File: src/madc_pkg.sv
// Constants shared by the converter control block and its self-checking bench.
// Assumes a single 50 MHz core clock; all times become cycle counts here.
package madc_pkg;
  localparam int unsigned MADC_CLK_MHZ = 50; // Core clock rate in MHz
  localparam int unsigned MADC_CONV_NS = 3500; // Longest conversion time, ns
  localparam int unsigned MADC_CONV_CYC = (MADC_CONV_NS * MADC_CLK_MHZ) / 1000; // Cycles, rounded down
  localparam int unsigned MADC_ACQ_NS = 1500; // Least acquisition time owed by the host, ns
  localparam int unsigned MADC_ACQ_CYC = (MADC_ACQ_NS * MADC_CLK_MHZ + 999) / 1000; // Cycles, rounded up
  localparam int unsigned MADC_CFG_BITS = 7; // Configuration word length
  // Field positions of the configuration word, first shifted bit is bit 6
  localparam int unsigned MADC_F_SINGLE = 6; // Single-ended select
  localparam int unsigned MADC_F_ODD = 5; // Odd / sign select
  localparam int unsigned MADC_F_ADDR_HI = 4; // Pair address bit 1
  localparam int unsigned MADC_F_ADDR_LO = 3; // Pair address bit 0
  localparam int unsigned MADC_F_SHARED = 2; // Shared-negative select
  localparam int unsigned MADC_F_UNIPOLAR = 1; // Polarity mode select
  localparam int unsigned MADC_F_SLEEP = 0; // Power-down request
  localparam logic [6:0] MADC_CFG_RESET = 7'h00; // Configuration after reset
  localparam logic [3:0] MADC_SEL_GND = 4'h8; // Negative-input code for ground
  localparam logic [3:0] MADC_SEL_NONE = 4'hf; // No input selected
  typedef enum logic [1:0] {MADC_ACQUIRE, MADC_CONVERT, MADC_SLEEP} madc_state_t; // Core phases
endpackage : madc_pkg

File: src/madc_ctrl.sv
// Control and serial port of an eight-input multiplexed converter.
// Assumes the host drives frame, shift clock and serial input asynchronously;
// the shift clock is sampled, never used as a clock.
// Summary of operation
// (RL1) Frame rising edge starts a conversion
// (RL2) Started conversion runs to end unchanged
// (RL3) Between conversions take config, shift result
// (RL4) Host allows 1.5 us acquisition
// (RL5) Bits resolved MSB first, latched at once
// (RL6) Config word is seven bits, fixed order
// (RL7) Unipolar straight binary, bipolar twos complement
// (RL8) Last config bit requests sleep
// (RL9) Differential pairs chosen by address, odd flips
// (RL10) Single-ended channel is twice address plus odd
// (RL11) Shared bit makes input seven common negative
// (RL12) Frame pin starts and delimits transfers
// (RL13) Serial bits follow the host shift clock
// (RL14) Config captured bit by bit from input
// (RL15) Result shifted out bit by bit
// (RL16) Host captures falling edge for fast clocks
// (RL17) Result width sixteen or twelve bits
// (RL18) Shared negative uses input seven as minus
// (RL19) Frame low after conversion enables output
// (RL20) Sample input on rise, update output on fall
// (RL21) Config MSB first, applied to next acquisition
// (RL22) Output released while frame high or converting
`timescale 1ns/100ps
module madc_ctrl import madc_pkg::*; #(
  parameter int unsigned RES_BITS = 16, // 16 or 12 bit variant
  parameter int unsigned CONV_CYC = MADC_CONV_CYC // Conversion length in cycles
) (
  input wire logic i_core_clk,
  input wire logic i_rst_n,
  input wire logic i_frame_and_start_pin, // Frame / convert pin
  input wire logic i_shift_clk, // Host shift clock pin
  input wire logic i_serial_config_in, // Serial configuration input
  input wire logic i_cmp_high, // Comparator decision, core clock domain
  output logic o_serial_result_out, // Serial result data
  output logic o_serial_result_oe, // High while driving the result pin
  output logic [3:0] o_pos_select, // Positive input, 0..7 or none
  output logic [3:0] o_neg_select, // Negative input, 0..7, ground or none
  output logic o_unipolar, // Polarity mode in force
  output logic o_sleeping, // Power-down state
  output logic o_converting // Conversion in progress
);
  localparam int unsigned STEP_CYC = CONV_CYC / RES_BITS; // Cycles per bit decision
  logic [2:0] frame_sync_reg; // Frame pin: two sync stages plus edge history
  logic [2:0] sck_sync_reg; // Shift clock pin: two sync stages plus edge history
  logic [2:0] sdi_sync_reg; // Serial input pin: two sync stages plus one delay
  logic frame_rise; // Frame pin went high
  logic frame_low; // Frame pin is low, port may open
  logic sck_rise; // Shift clock went high, take an input bit
  logic sck_fall; // Shift clock went low, present the next output bit
  logic sdi_bit; // Input bit lined up with the shift clock edge detector
  madc_state_t state_reg;
  logic [15:0] cnt_reg; // Step timer
  logic step_pulse;
  logic [RES_BITS-1:0] sar_word; // SAR contents
  logic sar_done;
  logic [RES_BITS-1:0] latch_reg; // Output latches
  logic [RES_BITS-1:0] shout_reg; // Result shifter
  logic [6:0] shin_reg; // Config shifter
  logic [2:0] bitcnt_reg; // Config bits received
  logic [6:0] cfg_reg; // Word applied to next acquisition
  logic shift_enable; // Serial port open
  // Refuse variants the step timer and the shifters cannot serve
  if (RES_BITS != 16 && RES_BITS != 12) begin : g_bad_res
    $error("madc_ctrl: RES_BITS must be 12 or 16"); // see (RL17)
  end
  if (CONV_CYC < RES_BITS || CONV_CYC > 65535) begin : g_bad_conv
    $error("madc_ctrl: CONV_CYC out of range");
  end
  // Synchronise the host pins; stage 0 is read only by stage 1
  always_ff @(posedge i_core_clk) begin
    if (!i_rst_n) begin
      frame_sync_reg <= 3'h7; // Idle high, so no false start follows reset
      sck_sync_reg <= 3'h0;
      sdi_sync_reg <= 3'h0;
    end else begin
      frame_sync_reg <= {frame_sync_reg[1:0], i_frame_and_start_pin};
      sck_sync_reg <= {sck_sync_reg[1:0], i_shift_clk};
      sdi_sync_reg <= {sdi_sync_reg[1:0], i_serial_config_in};
    end
  end
  // Edges are found between the second and third stage
  assign frame_rise = frame_sync_reg[1] & ~frame_sync_reg[2];
  assign frame_low = ~frame_sync_reg[1];
  assign sck_rise = sck_sync_reg[1] & ~sck_sync_reg[2]; // see (RL13)
  assign sck_fall = ~sck_sync_reg[1] & sck_sync_reg[2];
  assign sdi_bit = sdi_sync_reg[2];
  // One bit decision every STEP_CYC cycles of a conversion
  assign step_pulse = (state_reg == MADC_CONVERT) && (cnt_reg == 16'(STEP_CYC - 1));
  // Phase machine: frame rise starts, conversion ignores the pin until done
  always_ff @(posedge i_core_clk) begin
    if (!i_rst_n) begin
      state_reg <= MADC_ACQUIRE;
    end else begin
      case (state_reg)
        MADC_ACQUIRE, MADC_SLEEP: begin
          if (frame_rise) state_reg <= MADC_CONVERT; // see (RL1) (RL12)
        end
        MADC_CONVERT: begin
          if (sar_done) state_reg <= cfg_reg[MADC_F_SLEEP] ? MADC_SLEEP : MADC_ACQUIRE; // see (RL2) (RL8)
        end
        default: state_reg <= MADC_ACQUIRE;
      endcase
    end
  end
  // Bit-decision timer, cleared outside conversions and after every step
  always_ff @(posedge i_core_clk) begin
    if (!i_rst_n || state_reg != MADC_CONVERT || step_pulse) cnt_reg <= 16'h0;
    else cnt_reg <= cnt_reg + 16'h1;
  end
  // Bit decisions restart with every accepted frame rise
  madc_sar_step #(.WIDTH(RES_BITS)) u_sar (
    .i_core_clk(i_core_clk),
    .i_rst_n(i_rst_n),
    .i_start(frame_rise && state_reg != MADC_CONVERT),
    .i_step(step_pulse),
    .i_cmp_high(i_cmp_high),
    .o_word(sar_word),
    .o_done(sar_done)
  );
  // Whole word into the output latches in one step at the end
  always_ff @(posedge i_core_clk) begin
    if (!i_rst_n) latch_reg <= '0;
    else if (sar_done) latch_reg <= sar_word ^ {~cfg_reg[MADC_F_UNIPOLAR], {(RES_BITS-1){1'b0}}}; // see (RL5) (RL7)
  end
  // Port opens only with the frame low and no conversion running
  assign shift_enable = frame_low && state_reg != MADC_CONVERT; // see (RL19) (RL22)
  // Result shifter: load on frame fall, MSB after falling shift clock edges
  always_ff @(posedge i_core_clk) begin
    if (!i_rst_n) begin
      shout_reg <= '0;
    end else if (!shift_enable) begin
      shout_reg <= latch_reg; // see (RL3)
    end else if (sck_fall) begin
      shout_reg <= {shout_reg[RES_BITS-2:0], 1'b0}; // see (RL15) (RL20)
    end
  end
  // Config shifter: samples on rising shift clock edges, MSB first
  always_ff @(posedge i_core_clk) begin
    if (!i_rst_n) begin
      shin_reg <= MADC_CFG_RESET;
      bitcnt_reg <= 3'h0;
    end else if (!shift_enable) begin
      bitcnt_reg <= 3'h0;
    end else if (sck_rise && bitcnt_reg != 3'(MADC_CFG_BITS)) begin
      shin_reg <= {shin_reg[5:0], sdi_bit}; // see (RL14) (RL20) (RL21) (RL6)
      bitcnt_reg <= bitcnt_reg + 3'h1;
    end
  end
  // A complete word takes effect when the frame closes; partial words are dropped
  always_ff @(posedge i_core_clk) begin
    if (!i_rst_n) cfg_reg <= MADC_CFG_RESET;
    else if (frame_rise && bitcnt_reg == 3'(MADC_CFG_BITS) && state_reg != MADC_CONVERT) cfg_reg <= shin_reg; // see (RL21)
  end
  // Registered outputs: serial pin, enable, mux selection and status
  always_ff @(posedge i_core_clk) begin
    if (!i_rst_n) begin
      o_serial_result_out <= 1'b0;
      o_serial_result_oe <= 1'b0;
      o_pos_select <= MADC_SEL_NONE;
      o_neg_select <= MADC_SEL_NONE;
      o_unipolar <= 1'b0;
      o_sleeping <= 1'b0;
      o_converting <= 1'b0;
    end else begin
      o_serial_result_out <= shift_enable & shout_reg[RES_BITS-1]; // see (RL7)
      o_serial_result_oe <= shift_enable; // see (RL22)
      o_unipolar <= cfg_reg[MADC_F_UNIPOLAR]; // see (RL7)
      o_sleeping <= state_reg == MADC_SLEEP;
      o_converting <= state_reg == MADC_CONVERT;
      // Selection follows the config only outside conversions
      if (state_reg != MADC_CONVERT) begin
        o_pos_select <= {1'b0, cfg_reg[MADC_F_ADDR_HI], cfg_reg[MADC_F_ADDR_LO], cfg_reg[MADC_F_ODD]}; // see (RL9) (RL10)
        if (cfg_reg[MADC_F_SHARED]) o_neg_select <= 4'h7; // see (RL11) (RL18)
        else if (cfg_reg[MADC_F_SINGLE]) o_neg_select <= MADC_SEL_GND; // see (RL10)
        else o_neg_select <= {1'b0, cfg_reg[MADC_F_ADDR_HI], cfg_reg[MADC_F_ADDR_LO], ~cfg_reg[MADC_F_ODD]}; // see (RL9)
      end
    end
  end
endmodule // madc_ctrl

File: src/madc_sar_step.sv
// Successive-approximation bit register: resolves one bit per step, MSB first.
// Assumes the comparator input is a plain same-clock level from the analog front.
`timescale 1ns/100ps
module madc_sar_step #(
  parameter int unsigned WIDTH = 16
) (
  input wire logic i_core_clk,
  input wire logic i_rst_n,
  input wire logic i_start, // Begin a new approximation
  input wire logic i_step, // Decide the current bit
  input wire logic i_cmp_high, // Comparator: input above trial level
  output logic [WIDTH-1:0] o_word, // Current approximation
  output logic o_done // Pulse when the last bit is decided
);
  logic [WIDTH-1:0] trial_reg; // One-hot trial bit
  // Refuse widths the one-hot trial register cannot serve
  if (WIDTH < 2 || WIDTH > 16) begin : g_bad_width
    $error("madc_sar_step: WIDTH out of range");
  end
  // Trial bit walks from MSB to LSB, keeping or dropping each bit
  always_ff @(posedge i_core_clk) begin
    o_done <= 1'b0;
    if (!i_rst_n) begin
      trial_reg <= '0;
      o_word <= '0;
    end else if (i_start) begin
      trial_reg <= {1'b1, {(WIDTH-1){1'b0}}};
      o_word <= {1'b1, {(WIDTH-1){1'b0}}};
    end else if (i_step && trial_reg != '0) begin
      if (!i_cmp_high) o_word <= (o_word & ~trial_reg) | (trial_reg >> 1); // see (RL5)
      else o_word <= o_word | (trial_reg >> 1);
      trial_reg <= trial_reg >> 1;
      if (trial_reg[0]) o_done <= 1'b1;
    end
  end
endmodule // madc_sar_step

File: config.mk
export PLATFORM = sky130hd
export DESIGN_NAME = madc_ctrl
export DESIGN_NICKNAME = d
export VERILOG_FILES = /design/src/madc_pkg.sv /design/src/madc_ctrl.sv /design/src/madc_sar_step.sv
export SDC_FILE = /design/constraint.sdc
export NUM_CORES = 1
export LEC_CHECK = 0
export ABC_CLOCK_PERIOD_IN_PS = 4300
export BUFFER_PORTS_ARGS = -buffer_cell sky130_fd_sc_hd__buf_2
export CORE_MARGIN = 5
export CORE_UTILIZATION = 38
export CTS_BUF_LIST = sky130_fd_sc_hd__clkbuf_4 sky130_fd_sc_hd__clkbuf_8 sky130_fd_sc_hd__clkbuf_16
export DETAILED_ROUTE_END_ITERATION = 6
export GPL_TIMING_DRIVEN = 0
export SYNTH_ARGS = -nofsm -noshare
export SYNTH_HDL_FRONTEND = slang
export SYNTH_SLANG_ARGS = --single-unit
File: constraint.sdc
create_clock -name i_core_clk -period 4.3 [get_ports i_core_clk]
set_input_delay 0.86 -clock i_core_clk [delete_from_list [all_inputs] [get_ports i_core_clk]]
set_output_delay 0.86 -clock i_core_clk [all_outputs]
set_load 0.01 [all_outputs]
==> impl_metrics.py, run 1 <==
metrics = {
    "status": {
        "status": "finished, final reports clean",
    },
    "placed_design": {
        "pre_cts_ws_ps": 1770,
        "dpl.hpwl_um": 7320,
        "portBuffers": 17,
        "place.gp.congestion": 0.807,
    },
    "yosys": {
        "synth_edf_count": 0,
        "synth_cell_types": 43,
        "ys_seq_elements": 122,
        "synthFlopType": "dfxtp_1",
        "yosysTopAreaCell": "dfxtp_1",
        "synthTopCellsByArea": "dfxtp_1 (48%), mux2i_1 (12%), nor2b_1 (4.3%)",
        "post-synth-top-count-cell": "dfxtp_1",
        "syn_avg_cell_area_um2": 10.0,
        "ys_top_cells_by_count": "dfxtp_1 (122), mux2i_1 (59), nand2_1 (46)",
        "syn-num-nets": 515,
        "netlist_area_mm2": 0.00506,
        "async_reset_ff_share_pct": 0,
        "synth.top_cell.area_share_pct": 48.2,
        "yosysWarnings": 0,
        "synth_seq_area_share_pct": 48.2,
        "synthCells": 505,
    },
    "worst_setup_path": {
        "critical_path.cell_chain": "clkbuf_1 -> clkbuf_1 -> clkbuf_1 -> o21ai_0",
        "r2r_slack_ps": 2350,
        "cp.required_ps": 4560,
        "r2r_start": "bitcnt_reg[0]",
        "cp-startpoint": "i_rst_n",
        "crit_slowest_cell": "clkbuf_1",
        "cp-start-kind": "input pin",
        "cp-end-kind": "flip-flop",
        "reg2reg_to": "shin_reg[4]",
        "reg2reg_depth": 7,
        "crit_top_cell": "clkbuf_1",
        "max_stage_delay_ps": 450,
        "endpoint": "o_neg_select[1]",
        "critPathArrivalTime_ps": 2250,
        "cp_max_fo": 10,
        "critical_path_class": "input pin to flip-flop",
    },
    "cts": {
        "clkSlewWorstSetupHoldPaths_ps": 50,
        "postCtsSetupBuffers": 0,
        "cts_buffer_depth": 2,
        "tritoncts": "yes",
        "cts_hold_buf": 0,
        "clock_sinks": 122,
        "htreeDepth": 4,
        "clk_latency_ps": 410,
        "cts_root_buf": "clkbuf_16",
        "cts_made_buffers": 17,
        "cts_resized": 0,
    },
    "die": {
        "start_util_pct": 38.6,
        "core_area_mm2": 0.0131,
        "io_pins": 19,
        "rows": 42,
        "die_w_um": 125,
        "die_h_um": 125,
        "die_area_mm2": 0.0157,
    },
    "job": {
        "maxCapViolCount": 0,
    },
    "pwr": {
        "internal-power_mw": 2.10,
        "p_seq_share_pct": 43.8,
        "pwr-share-clk_pct": 53.4,
        "leakage_nw": 2.34,
        "p_sw_mw": 0.529,
        "ir_drop_uv": 321,
        "sw_frac_of_total_pct": 20.1,
        "p_comb_share_pct": 2.8,
        "power_density_mw_per_mm2": 441,
    },
    "sta": {
        "setup_tns_ps": 0,
        "rsz0062_at_grt": "false",
        "setup_ws_ps": 2310,
        "tightest_slew_ps": 596,
        "finalHoldViolCount": 0,
        "maxSlewHeadroom_pct": 60.3,
        "final-setup-viol-count": 0,
        "slew_violations": 0,
        "skew_ps": 7.72,
        "period_share_pct": 46.3,
        "fmax_mhz": 503,
        "post-route-min-period_ps": 1990,
    },
    "route": {
        "ant_nets": 0,
        "wire_per_inst_um": 14.0,
        "drtIter0Drc": 232,
        "vias": 3634,
        "drc": 0,
        "firstDrtPassIters": 4,
        "vias_per_cell": 4.98,
        "drt_wl_total_um": 10200,
    },
    "min_path": {
        "hp-class": "flip-flop to flip-flop",
    },
    "final_layout": {
        "multi_input_area_mm2": 0.00236,
        "regArea_mm2": 0.00244,
        "nets": 551,
        "antenna_cells": 0,
        "drive_above_1_share_pct": 15.6,
        "area_growth_pct": 17.7,
        "utilization_pct": 45.4,
        "fill_cells": 1262,
    },
    "global_route": {
        "use_met3_pct": 3.92,
        "grt-busiest-layer": "met2",
        "grt_pass1_wl_um": 17800,
        "grt_pass1_vias": 3648,
        "antenna_found_initial": 0,
        "grtUsageMet1_pct": 17.8,
        "grt_use_total_pct": 13.8,
        "grt_max_degree": 17,
        "gr-usage-met2_pct": 21.3,
        "grt-ovfl-total": 0,
    },
}
cell usage in the layout (no fill, tap or decap), types with 2 or more instances in the layout:
cell type / netlist / routed
o41ai_2: 6 / 6
or3_1: 3 / 3
clkbuf_1: 18 / 18
o21ai_1: 6 / 6
xor2_1: 10 / 10
nand2_1: 46 / 46
o211a_1: 15 / 15
o21ai_0: 7 / 7
ha_1: 4 / 4
clkinv_2: 0 / 3
nor2_1: 23 / 23
clkinvlp_4: 0 / 2
xnor2_1: 3 / 3
dfxtp_1: 122 / 122
nor3b_1: 2 / 2
clkbuf_16: 0 / 17
buf_6: 6 / 6
nand4_1: 21 / 21
clkbuf_4: 0 / 3
bufinv_16: 0 / 2
nor3_1: 4 / 4
nand2b_1: 6 / 6
nor4_2: 5 / 5
nor2b_1: 35 / 35
buf_2: 11 / 28
and4_1: 3 / 3
a21oi_1: 20 / 20
clkbuf_8: 0 / 4
mux2i_1: 59 / 59
and2_1: 12 / 12
inv_1: 17 / 17
nor4b_2: 3 / 3
nand3_1: 13 / 13
o41ai_1: 9 / 9
and3_1: 2 / 2
cell type report:
cell class / count / area share, %
multi-input combinational: 330 / 39.6
buffer: 36 / 3.32
sequential: 122 / 41.0
timing repair buffer: 17 / 1.43
clock buffer: 24 / 8.43
tap: 176 / 3.69
clock inverter: 7 / 1.51
inverter: 17 / 1.07
how the worst min path moves through the flow:
stage / from / endpoint / slack, ps / cells past startpoint
floorplan: frame_sync_reg[0] / frame_sync_reg[1] / 390 / 1
global placement: frame_sync_reg[0] / frame_sync_reg[1] / 420 / 1
detailed placement: frame_sync_reg[0] / frame_sync_reg[1] / 410 / 1
CTS: frame_sync_reg[0] / frame_sync_reg[1] / 430 / 1
global route: o_pos_select[3] / o_pos_select[3] / 460 / 2
finish: sck_sync_reg[0] / sck_sync_reg[1] / 430 / 1
cell families after synthesis:
kind of cell,synth area share (%)
and+or+nand+nor,21.2
DFF,48.2
AOI/OAI and AO/OA,10.5
muxes,11.7
buffers and inverters,5.16
xor gates and xnor gates,2.25
adders and majority gates,0.988
metal layers:
| metal | routed length [µm] | share of wire (%) |
|---|---|---|
| met1 | 4910 | 48 |
| met2 | 4670 | 46 |
| met3 | 392 | 3.9 |
| met4 | 201 | 2.0 |
| met5 | 0 | 0 |
power by group through the flow:
stage / Sequential [mW] / Clock (mW) / Combinational (mW)
2_1_floorplan: 1.18 / 0 / 0.0482
3_3_place_gp: 1.18 / 0 / 0.0729
6_report: 1.15 / 1.40 / 0.0724
4_1_cts: 1.15 / 1.43 / 0.0738
5_1_grt: 1.15 / 1.48 / 0.0812
3_5_place_dp: 1.18 / 0 / 0.0735
critical path: cells and delay by family:
family	cells	cell delay (ps)
buf+inv	3	1220
compound gates	1	160
through the flow:
| step | area [µm²] | power [mW] | cells | hold WS, ps |
|---|---|---|---|---|
| 4_1_cts | 5960 | 2.66 | 729 | 426 |
| 3_5_place_dp | 5370 | 1.25 | 698 | 414 |
| 6_report | 5960 | 2.63 | 729 | 426 |
| 2_1_floorplan | 5060 | 1.22 | 505 | 386 |
| 5_1_grt | 5960 | 2.72 | 729 | 455 |
| 3_3_place_gp | 5370 | 1.25 | 698 | 419 |
Note: power is estimated with default switching activity, not from simulation.
==> run 2, diff against run 1 <==
--- a/config.mk
+++ b/config.mk
@@ -5,7 +5,8 @@
 export SDC_FILE = /design/constraint.sdc
 export NUM_CORES = 1
 export LEC_CHECK = 0
-export ABC_CLOCK_PERIOD_IN_PS = 4300
+export ABC_AREA = 1
+export ABC_CLOCK_PERIOD_IN_PS = 2000
 export BUFFER_PORTS_ARGS = -buffer_cell sky130_fd_sc_hd__buf_2
 export CORE_MARGIN = 5
 export CORE_UTILIZATION = 38
==> constraint.sdc (replaced) <==
create_clock -name i_core_clk -period 2 [get_ports i_core_clk]
set_input_delay 0.4 -clock i_core_clk [delete_from_list [all_inputs] [get_ports i_core_clk]]
set_output_delay 0.4 -clock i_core_clk [all_outputs]
set_load 0.01 [all_outputs]
==> run 2 against run 1 <==
Net effect: count of clock-buffer cells in the layout fell by 2; critical path depth grew 4; sequential share of layout area rose by 0.90 points; global-route usage grew 1.5 points; non-clock buffer count shrank 9; setup slack worse by 2100 ps; critical endpoint is now shin_reg[0]; largest power group unchanged; highest routed layer unchanged.
==> impl_metrics.py, run 2 <==
metrics = {
    "yosys": {
        "netlist_area_mm2": 0.00494,
        "async_reset_ff_share_pct": 0,
        "synth-compound-area-share_pct": 16.6,
        "ys_seq_elements": 122,
        "syn-num-nets": 651,
        "yosysTopAreaCell": "dfxtp_1",
        "synthCells": 641,
        "synthXorXnorAreaFrac_pct": 0.532,
        "synth.top_cell.area_share_pct": 49.4,
        "synthTopCellsByArea": "dfxtp_1 (49%), nand2_1 (9.1%), a21oi_1 (6.0%)",
        "yosysWarnings": 0,
        "synth_fa_ha_area_share_pct": 1.01,
        "synth_cell_types": 33,
        "synth_edf_count": 0,
        "synth_top_family_by_area": "simple AND/OR/NAND/NOR gates",
        "synth_seq_area_share_pct": 49.4,
        "synthMuxAreaShare_pct": 0,
        "synthFlopType": "dfxtp_1",
        "post-synth-top-count-cell": "dfxtp_1",
        "syn_avg_cell_area_um2": 7.71,
        "ys_top_cells_by_count": "dfxtp_1 (122), nand2_1 (120), inv_1 (72)",
        "yosys.area_share.simple_pct": 23.8,
    },
    "final_layout": {
        "utilization_pct": 46.1,
        "layout_common_cells": "dfxtp_1 (122), nand2_1 (120), inv_1 (72)",
        "final_common_cell": "dfxtp_1",
        "drive_above_1_share_pct": 14.6,
        "area_growth_pct": 18.1,
        "nets": 688,
        "regArea_mm2": 0.00244,
        "fill_cells": 1324,
        "antenna_cells": 0,
        "final_cell_count_no_fill": 862,
        "multi_input_area_mm2": 0.00208,
    },
    "global_route": {
        "grt_use_total_pct": 15.3,
        "grt_pass1_vias": 4074,
        "grt_max_degree": 17,
        "grt-ovfl-total": 0,
        "antenna_found_initial": 0,
        "grt_pass1_wl_um": 18500,
    },
    "cts": {
        "postCtsSetupBuffers": 0,
        "clk_latency_ps": 420,
        "clkSlewWorstSetupHoldPaths_ps": 50,
        "cts_resized": 0,
        "cts_buffer_depth": 2,
        "cts_hold_buf": 0,
        "cts_made_buffers": 17,
        "tritoncts": "yes",
        "clock_sinks": 122,
        "cts_root_buf": "clkbuf_16",
        "htreeDepth": 4,
    },
    "worst_setup_path": {
        "critPathArrivalTime_ps": 2070,
        "cp.required_ps": 2300,
        "critical_path_class": "flip-flop to flip-flop",
        "cp_max_fo": 8,
        "r2r_slack_ps": 240,
        "cp-startpoint": "bitcnt_reg[0]",
        "reg2reg_depth": 8,
        "endpoint": "shin_reg[0]",
        "r2r_start": "bitcnt_reg[0]",
        "cp-end-kind": "flip-flop",
        "cp-start-kind": "flip-flop",
        "reg2reg_to": "shin_reg[0]",
    },
    "pwr": {
        "leakage_nw": 2.33,
        "power_density_mw_per_mm2": 962,
        "design_power_total_mw": 5.61,
        "ir_drop_uv": 579,
    },
    "die": {
        "io_pins": 19,
        "start_util_pct": 39.0,
        "die_area_mm2": 0.0154,
        "rows": 41,
        "die_w_um": 124,
        "core_area_mm2": 0.0127,
        "die_h_um": 124,
    },
    "route": {
        "vias_per_cell": 4.84,
        "vias": 4174,
        "firstDrtPassIters": 5,
        "drtIter0Drc": 267,
        "wire_per_inst_um": 12.4,
        "ant_nets": 0,
        "drc": 0,
        "drt_wl_total_um": 10700,
    },
    "sta": {
        "maxSlewHeadroom_pct": 66.0,
        "finalHoldViolCount": 0,
        "post-route-min-period_ps": 1760,
        "fmax_mhz": 567,
        "setup_tns_ps": 0,
        "final-setup-viol-count": 0,
        "period_share_pct": 88.2,
        "slew_violations": 0,
        "tightest_slew_ps": 510,
        "skew_ps": 18.9,
        "rsz0062_at_grt": "false",
    },
    "status": {
        "status": "finished, final reports clean",
    },
    "min_path": {
        "hp-class": "input pin to flip-flop",
    },
    "placed_design": {
        "dpl.hpwl_um": 7670,
        "place.gp.congestion": 0.799,
        "dp.cells": 831,
        "portBuffers": 18,
    },
    "job": {
        "maxCapViolCount": 0,
    },
}
[run 2: changes by cell type after synthesis, sizes merged, moves of 12 or more]
cell	previous run	this run
a21oi	20	69
a221oi	0	13
and2	12	0
inv	17	77
mux2i	59	0
nand2	46	134
nand3	13	33
nand4	22	6
nor2	23	72
nor2b	35	0
o211a	15	0
o21ai	14	55
o41ai	15	0
[run 2: where the power goes]
group / switching [mW] / leakage, nW / internal, mW
sequential: 0.0147 / 0.988 / 2.46
combinational: 0.108 / 1.05 / 0.0464
clock: 1.03 / 0.298 / 1.95
[run 2: worst min-delay path by stage]
stage / to / startpoint / cells after the start / slack, ps
2_1_floorplan: sck_sync_reg[1] / sck_sync_reg[0] / 2 / 390
3_3_place_gp: frame_sync_reg[1] / frame_sync_reg[0] / 1 / 400
3_5_place_dp: sdi_sync_reg[1] / sdi_sync_reg[0] / 2 / 410
4_1_cts: sdi_sync_reg[0] / i_serial_config_in / 3 / 160
5_1_grt: frame_sync_reg[0] / i_frame_and_start_pin / 2 / 190
6_report: sck_sync_reg[0] / i_shift_clk / 3 / 180
[run 2: kinds of logic after synthesis]
| group | count (synthesis) |
|---|---|
| buf+inv | 104 |
| fa+ha+maj | 4 |
| flops | 122 |
| xor+xnor | 3 |
| simple gates | 264 |
| compound gates | 144 |
[run 2: area by class of cell]
type / count / area share (%)
sequential: 122 / 41.9
multi-input combinational: 415 / 35.6
clock buffer: 22 / 8.36
inverter: 78 / 5.10
tap: 172 / 3.69
buffer: 26 / 2.21
clock inverter: 9 / 1.63
timing repair buffer: 18 / 1.54
[run 2: worst max-delay path: stages, from the launching register on]
cell,delay (ps)
dfxtp_1,320
ha_1,200
ha_1,220
nor3_2,290
inv_1,150
nor2_4,170
inv_1,140
nor2_1,120
nor2_1,50
[run 2: routing by layer]
| metal | part of all wire (%) | global-route usage, % | vias up |
|---|---|---|---|
| met5 | 0 | 0 | - |
| met4 | 0.91 | 5.82 | 0 |
| met3 | 3.6 | 5.27 | 10 |
| met2 | 47 | 24.4 | 53 |
| met1 | 49 | 19.1 | 1938 |
| li1 | - | - | 2173 |
[run 2: metrics by stage]
step / hold WS (ps) / worst slack, ps / cell area [µm²]
floorplan: 390 / 347 / 4940
global placement: 399 / 126 / 5250
detailed placement: 408 / 64.9 / 5250
CTS: 160 / 58.8 / 5830
global route: 188 / 11.0 / 5840
finish: 175 / 236 / 5840
